`src/design/l2ctag_consts.svh`:
```
`ifndef L2CTAG_CONSTS_SVH
`define L2CTAG_CONSTS_SVH
// Cache size codes
`define L2CTAG_SIZE_256K   2'h0
`define L2CTAG_SIZE_512K   2'h1
`define L2CTAG_SIZE_1M     2'h2
`define L2CTAG_SIZE_RESET  2'h0
// Tag bus field positions
`define L2CTAG_TAG_HI_BIT  8
`define L2CTAG_VALID_BIT   7
`define L2CTAG_DIRTY_BIT   6
// Host address bit that feeds tag bit 8
`define L2CTAG_ADDR_TOP    26
// Last beat index of a burst
`define L2CTAG_BURST_LAST  2'h3
`endif

```
`src/design/l2ctag_pkg.sv`:
```
`default_nettype none
package l2ctag_pkg;
  typedef enum logic [2:0] {
    L2CTAG_IDLE, L2CTAG_LOOKUP, L2CTAG_BURST, L2CTAG_TAGWR
  } l2ctag_state_type;

  typedef struct packed {
    logic        valid;
    logic        fill;
    logic        write;
    logic        burst;
    logic [26:0] addr;
    logic [7:0]  byte_n;
  } l2ctag_req_type;

  typedef struct packed {
    logic valid;
    logic hit;
    logic dirty;
  } l2ctag_resp_type;

  typedef struct packed {
    logic       sram_burst_advance_n;
    logic       sram_ctrl_addr_strobe_n;
    logic       sram_chip_select_n;
    logic       sram_global_write_n;
    logic       sram_output_enable_n;
    logic [7:0] sram_byte_write_n;
  } l2ctag_sram_type;

  typedef struct packed {
    l2ctag_state_type state;
    l2ctag_req_type   req;
    logic [1:0]       size;
    logic [1:0]       beat;
    logic             mark_dirty;
    l2ctag_resp_type  resp;
    l2ctag_sram_type  sram;
    logic [8:0]       tag_bus;
    logic             tag_oe;
    logic             tag_write_n;
    logic             busy;
  } l2ctag_regs_type;
endpackage
`default_nettype wire

```
`src/design/l2ctag_top.sv`:
```
`include "l2ctag_consts.svh"
`timescale 1ns/1ps
`default_nettype none

module l2ctag_top (
  // Clock and reset
  input  wire logic                      CLK,
  input  wire logic                      RESET,
  // Configuration
  input  wire logic                      CFG_LOAD,
  input  wire logic [1:0]                CFG_SIZE,
  // Host request and answer
  input  wire l2ctag_pkg::l2ctag_req_type REQ,
  output var  l2ctag_pkg::l2ctag_resp_type RESP,
  output var  logic                      BUSY,
  // Data SRAM control
  output var  l2ctag_pkg::l2ctag_sram_type SRAM,
  // Tag SRAM
  input  wire logic [8:0]                TAG_BUS_IN,
  output var  logic [8:0]                TAG_BUS_OUT,
  output var  logic                      TAG_BUS_OE,
  output var  logic                      TAG_WRITE_N
);
  import l2ctag_pkg::*;

  l2ctag_regs_type s;
  l2ctag_regs_type next_s;

  // Tag word layout per cache size
  function automatic logic [8:0] make_tag(input logic [26:0] a, input logic [1:0] sz,
                                          input logic d);
    logic [8:0] t;
    t = a[26:18];
    if (sz == `L2CTAG_SIZE_512K) begin
      t = {a[`L2CTAG_ADDR_TOP], 1'b1, a[25:19]};
    end else if (sz == `L2CTAG_SIZE_1M) begin
      t = {a[`L2CTAG_ADDR_TOP], 1'b1, d, a[25:20]};
    end
    t[`L2CTAG_TAG_HI_BIT] = a[`L2CTAG_ADDR_TOP];
    return t;
  endfunction

  function automatic logic tag_hit(input logic [26:0] a, input logic [1:0] sz,
                                   input logic [8:0] t);
    logic h;
    h = (t == a[26:18]);
    if (sz == `L2CTAG_SIZE_512K) begin
      h = t[`L2CTAG_VALID_BIT] && (t[6:0] == a[25:19]) &&
          (t[`L2CTAG_TAG_HI_BIT] == a[`L2CTAG_ADDR_TOP]);
    end else if (sz == `L2CTAG_SIZE_1M) begin
      h = t[`L2CTAG_VALID_BIT] && (t[5:0] == a[25:20]) &&
          (t[`L2CTAG_TAG_HI_BIT] == a[`L2CTAG_ADDR_TOP]);
    end
    return h;
  endfunction

  // Launch of a data access, shared by hits and fills
  function automatic l2ctag_sram_type launch(input l2ctag_req_type r);
    l2ctag_sram_type p;
    p = '{sram_burst_advance_n: 1'b1, sram_ctrl_addr_strobe_n: 1'b0,
          sram_chip_select_n: 1'b0, sram_global_write_n: 1'b1,
          sram_output_enable_n: 1'b1, sram_byte_write_n: 8'hff};
    if (!(r.write || r.fill)) begin
      p.sram_output_enable_n = 1'b0;
    end else if (r.fill || r.byte_n == 8'h00) begin
      p.sram_global_write_n = 1'b0;
    end else begin
      p.sram_byte_write_n = r.byte_n;
    end
    return p;
  endfunction

  always_comb begin
    next_s = s;
    next_s.resp.valid = 1'b0;
    next_s.sram.sram_ctrl_addr_strobe_n = 1'b1;
    next_s.sram.sram_chip_select_n = 1'b1;
    next_s.sram.sram_burst_advance_n = 1'b1;
    next_s.tag_write_n = 1'b1;
    // Size changes only between accesses; unused code ignored
    if (CFG_LOAD && s.state == L2CTAG_IDLE && CFG_SIZE != 2'h3) begin
      next_s.size = CFG_SIZE;
    end
    unique case (s.state)
      L2CTAG_IDLE: begin
        next_s.sram.sram_output_enable_n = 1'b1;
        next_s.sram.sram_global_write_n = 1'b1;
        next_s.sram.sram_byte_write_n = 8'hff;
        next_s.tag_oe = 1'b0;
        if (REQ.valid && !CFG_LOAD) begin
          next_s.req = REQ;
          next_s.mark_dirty = 1'b0;
          if (REQ.fill) begin
            next_s.tag_bus = make_tag(REQ.addr, s.size, REQ.write);
            next_s.tag_oe = 1'b1;
            next_s.tag_write_n = 1'b0;
            next_s.state = L2CTAG_TAGWR;
          end else begin
            next_s.state = L2CTAG_LOOKUP;
          end
        end
      end
      L2CTAG_LOOKUP: begin
        // Tag SRAM answers one cycle after the address
        next_s.resp.valid = 1'b1;
        next_s.resp.hit = tag_hit(s.req.addr, s.size, TAG_BUS_IN);
        next_s.resp.dirty = (s.size == `L2CTAG_SIZE_1M) && TAG_BUS_IN[`L2CTAG_DIRTY_BIT];
        next_s.state = L2CTAG_IDLE;
        if (tag_hit(s.req.addr, s.size, TAG_BUS_IN)) begin
          next_s.sram = launch(s.req);
          next_s.beat = 2'h0;
          next_s.mark_dirty = s.req.write && (s.size == `L2CTAG_SIZE_1M) &&
                              !TAG_BUS_IN[`L2CTAG_DIRTY_BIT];
          next_s.state = L2CTAG_BURST;
        end
      end
      L2CTAG_BURST: begin
        if (s.req.burst && s.beat != `L2CTAG_BURST_LAST) begin
          next_s.sram.sram_burst_advance_n = 1'b0;
          next_s.beat = s.beat + 2'h1;
        end else if (s.mark_dirty) begin
          next_s.sram.sram_output_enable_n = 1'b1;
          next_s.sram.sram_global_write_n = 1'b1;
          next_s.sram.sram_byte_write_n = 8'hff;
          next_s.tag_bus = make_tag(s.req.addr, s.size, 1'b1);
          next_s.tag_oe = 1'b1;
          next_s.tag_write_n = 1'b0;
          next_s.mark_dirty = 1'b0;
          next_s.state = L2CTAG_TAGWR;
        end else begin
          next_s.sram.sram_output_enable_n = 1'b1;
          next_s.sram.sram_global_write_n = 1'b1;
          next_s.sram.sram_byte_write_n = 8'hff;
          next_s.state = L2CTAG_IDLE;
        end
      end
      L2CTAG_TAGWR: begin
        // Tag data held one cycle past the write edge
        next_s.state = L2CTAG_IDLE;
        if (s.req.fill) begin
          next_s.req.fill = 1'b0;
          next_s.req.write = 1'b1;
          next_s.req.byte_n = 8'h00;
          next_s.sram = launch(s.req);
          next_s.beat = 2'h0;
          next_s.state = L2CTAG_BURST;
        end
      end
      default: begin
        next_s.state = L2CTAG_IDLE;
      end
    endcase
    // Busy from a flop, not a state decode
    next_s.busy = (next_s.state != L2CTAG_IDLE);
  end

  always_ff @(posedge CLK) begin
    if (RESET) begin
      s.state <= L2CTAG_IDLE;
      s.req <= '0;
      s.size <= `L2CTAG_SIZE_RESET;
      s.beat <= 2'h0;
      s.mark_dirty <= 1'b0;
      s.resp <= '0;
      s.sram <= '{1'b1, 1'b1, 1'b1, 1'b1, 1'b1, 8'hff};
      s.tag_bus <= 9'h000;
      s.tag_oe <= 1'b0;
      s.tag_write_n <= 1'b1;
      s.busy <= 1'b0;
    end else begin
      s <= next_s;
    end
  end

  assign RESP = s.resp;
  assign BUSY = s.busy;
  assign SRAM = s.sram;
  assign TAG_BUS_OUT = s.tag_bus;
  assign TAG_BUS_OE = s.tag_oe;
  assign TAG_WRITE_N = s.tag_write_n;
endmodule

`default_nettype wire

```
`config.mk`:
```
export PLATFORM = sky130hd
export DESIGN_NAME = l2ctag_top
export DESIGN_NICKNAME = d
export VERILOG_FILES = /design/src/design/l2ctag_pkg.sv /design/src/design/l2ctag_top.sv
export VERILOG_INCLUDE_DIRS = /design/src /design/src/design
export SDC_FILE = /design/constraint.sdc
export NUM_CORES = 1
export LEC_CHECK = 0
export BUFFER_PORTS_ARGS = -buffer_cell sky130_fd_sc_hd__buf_2
export CAP_MARGIN = 20
export CORE_MARGIN = 2
export CORE_UTILIZATION = 45
export CTS_BUF_LIST = sky130_fd_sc_hd__clkbuf_2 sky130_fd_sc_hd__clkbuf_4 sky130_fd_sc_hd__clkbuf_8
export DETAILED_ROUTE_END_ITERATION = 10
export PLACE_DENSITY_LB_ADDON = 0.3
export SETUP_SLACK_MARGIN = 0.4
export SLEW_MARGIN = 20
export SYNTH_ARGS = -nofsm -noshare
export SYNTH_HDL_FRONTEND = slang
export SYNTH_SLANG_ARGS = --single-unit
```
`constraint.sdc`:
```
create_clock -name CLK -period 2.05 [get_ports CLK]
set_clock_uncertainty 0.2 [all_clocks]
set_input_delay 0.205 -clock CLK [delete_from_list [all_inputs] [get_ports CLK]]
set_output_delay 0.205 -clock CLK [all_outputs]
set_load 0.1 [all_outputs]
```
==> flow_metrics.tcl <==
set metrics [dict create \
    hp-class "in2reg" \
    syn_nets 416 \
    drt_iter0_drc 157 \
    route.detailed.drc 0 \
    crit_fanout 3 \
    drv_cap 0 \
    synth_fa_ha_area_share_pct 0.393 \
    place_hpwl_um 5430 \
    grt_max_degree 20 \
    grt_pass1_vias 2706 \
    cpPeakStageDelay_ns 0.38 \
    fin_nets 503 \
    synthArstFlopShare_pct 0 \
    die_x_um 88.2 \
    vdd.ir_drop.worst_v 0.000345 \
    grt-ovfl-total 0 \
    critPathSlowestCell "dfxtp_4" \
    synthSimpleGateAreaFrac_pct 21.2 \
    status "complete, no violations" \
    synth.most_common_cell "dfxtp_1" \
    synth_cell_types 63 \
    relSlewSlack_pct 65.4 \
    end_kind "flip-flop" \
    synthMuxAreaShare_pct 7.73 \
    ff2ff_setup_slack_ns 0.02 \
    crit_chain "xnor2_2 > nand3_2 > nor4_4 > buf_4 > o211ai_4 > and4b_4 > a311oi_2" \
    synth_top_cells_by_area "dfxtp_1, buf_4, mux2i_1" \
    start_kind "flip-flop" \
    die_height_um 88.2 \
    core_area_sq_um 6830 \
    first_pass_iters 4 \
    dpl_worst_slack_ns -0.0425 \
    leakage_nw 1.70 \
    cp.required_ns 2.07 \
    synth-edff-count 0 \
    drt-vias-per-instance 5.22 \
    final_util_pct 63.1 \
    post-route-min-period_ns 2.03 \
    synth.top_cell.area_share_pct 34.6 \
    antenna_cells 0 \
    synth_compound_area_share_pct 18.4 \
    dp.cells 500 \
    critPathArrivalTime_ns 2.06 \
    worst_pin_slew_ns 0.515 \
    reg2reg_from "s[65]$_SDFFE_PP0P_" \
    r2r-end "BUSY$_SDFF_PP0_" \
    ios 81 \
    grt_use_total_pct 21.4 \
    drt-wirelength-per-cell_um 15.1 \
    dieArea_sq_um 7770 \
    clk_path_buf_depth 2 \
    antenna_found_initial 0 \
    synth_top_area_cell "dfxtp_1" \
    clkTransAtPathRegs_ns 0.11 \
    h-tree-depth 2 \
    num_rows 30 \
    synth_ff_type "dfxtp_1" \
    slew_violations 0 \
    cts_tree "yes" \
    netlist_area_sq_um 3190 \
    clk_latency_ns 0.32 \
    initial_core_util_pct 46.6 \
    ys_seq_area_share_pct 34.6 \
    ant_nets 0 \
    crit_start "s[65]$_SDFFE_PP0P_" \
    synth_top_family_by_area "simple AND/OR/NAND/NOR gates" \
    portBuffers 62 \
    p_per_area_nw_per_um2 511 \
    root_buffer "clkbuf_8" \
    syn-mean-instance-area_sq_um 8.80 \
    layout-drive-gt1-share_pct 44.4 \
    worstHoldPathCells 4 \
    hold_ws_ns 0.0489 \
    yosys_warnings 0 \
    instances_no_fill 546 \
    path_class "reg2reg" \
    area_growth_pct 35.3 \
    endpoint "BUSY$_SDFF_PP0_" \
    synth_seq_cells 55 \
    finalSetupViolCount 0 \
    cts.sinks 55 \
    grt_pass1_wl_um 13000 \
    yosys.area_share.xor_xnor_pct 6.75 \
    cts_buffers 5 \
    gp_congestion 0.875 \
    detail_route.wirelength_um 8240 \
    hold_viol_final 0 \
    worst_slack_ns 0.0168 \
    rsz0062_at_grt "true" \
    vias 2850 \
    fmax_mhz 492 \
    fin_crit_sh_pct 99.2 \
    rr_worst_depth 7 \
    syn_inst 362 \
    synthTopCellsByCount "dfxtp_1, nor2_1, nand2_1" \
]
## worst min-delay path by stage
stage | from | endpoint | slack [ns]
floorplan | REQ[31] | s[64]$_SDFFE_PP0P_ | 0.14
global placement | TAG_BUS_OUT[2]$_SDFFE_PP0P_ | TAG_BUS_OUT[2]$_SDFFE_PP0P_ | 0.24
detailed placement | TAG_BUS_OUT[2]$_SDFFE_PP0P_ | TAG_BUS_OUT[2]$_SDFFE_PP0P_ | 0.24
CTS | CFG_LOAD | s[32]$_SDFFE_PP0P_ | 0.04
global route | CFG_LOAD | s[32]$_SDFFE_PP0P_ | 0.08
finish | CFG_LOAD | s[32]$_SDFFE_PP0P_ | 0.05
## kinds of logic (layout without fill, tap and decap cells)
group	after synthesis	count (layout)
AO/OA/AOI/OAI	77	77
multiplexers	24	24
flip-flops	55	55
AND/OR/NAND/NOR	131	132
XOR/XNOR	22	22
other	1	1
adder cells (fa/ha/maj)	1	1
buffers and inverters	51	138
## repair_timing
item	in CTS	in global routing
pin swaps	11	21
endpoints found under the setup margin	47	38
cloned	2	1
setup buffers	9	5
hold endpoints to repair	22	0
hold buffers	21	0
gates resized for setup	43	36
## flip-flops by register name (all words and copies together), names as in the netlist
name         cells
RESP             3
SRAM            12
TAG_BUS_OUT      9
TAG_BUS_OE       1
TAG_WRITE_N      1
s               28
BUSY             1
## power by group
group | switching, mW | leakage, nW | internal [mW] | total (mW)
clock | 0.390 | 0.0485 | 0.246 | 0.637
sequential | 0.0259 | 0.452 | 1.09 | 1.12
combinational | 0.253 | 1.20 | 0.200 | 0.453
total | 0.669 | 1.70 | 1.54 | 2.20
## placed cells by master, fill, tap and decap left out, types with 4 or more instances in the layout
cell type and n:
a21oi_1 18, buf_6 13, dfxtp_2 5, o22ai_1 4, buf_4 30, a21oi_2 10
dfxtp_4 5, mux2i_1 19, xnor2_2 6, a22o_4 5, dlygate4sd3_1 21, nor3_1 6
a22oi_2 8, nor2_1 42, buf_2 63, nand2_1 31, dfxtp_1 45, nor2b_1 4
clkbuf_8 5, xnor2_1 15, nor3_2 4, nand4_1 5, mux2_4 4, o21a_1 9
## metrics by stage
stage	setup TNS (ns)	power, mW	instance area [sq um]
3_3_place_gp	0	1.49	3560
2_1_floorplan	0	1.40	3260
5_1_grt	-0.208	2.29	4310
6_report	0	2.20	4310
3_5_place_dp	-0.0937	1.50	3560
4_1_cts	0	2.18	4090
## final cells by class
| type | instances | area (sq um) |
|---|---|---|
| tap | 96 | 120 |
| clock buffer | 5 | 68.8 |
| fill | 560 | 2520 |
| multi-input combinational | 257 | 2040 |
| clock inverter | 3 | 22.5 |
| sequential | 55 | 1130 |
| inverter | 1 | 3.75 |
| timing repair buffer | 129 | 932 |
## critical path, delay by kind of cell (launching register included)
kind                   cells  cell delay (ns)
XOR/XNOR                   1             0.14
flip-flops                 1             0.38
AND/OR/NAND/NOR            3             0.69
AO/OA/AOI/OAI              2             0.33
buffers and inverters      1             0.19
## routing by layer
metal,up-vias,GRT usage [%],wire length (um),part of all wire [%]
li1,1416,-,-,-
met1,1357,27.6,3620,44
met2,64,37.1,4210,51
met3,13,3.30,286,3.5
met4,0,6.47,118,1.4
met5,-,0,0,0
No activity file was read; power rests on OpenSTA's default activity.
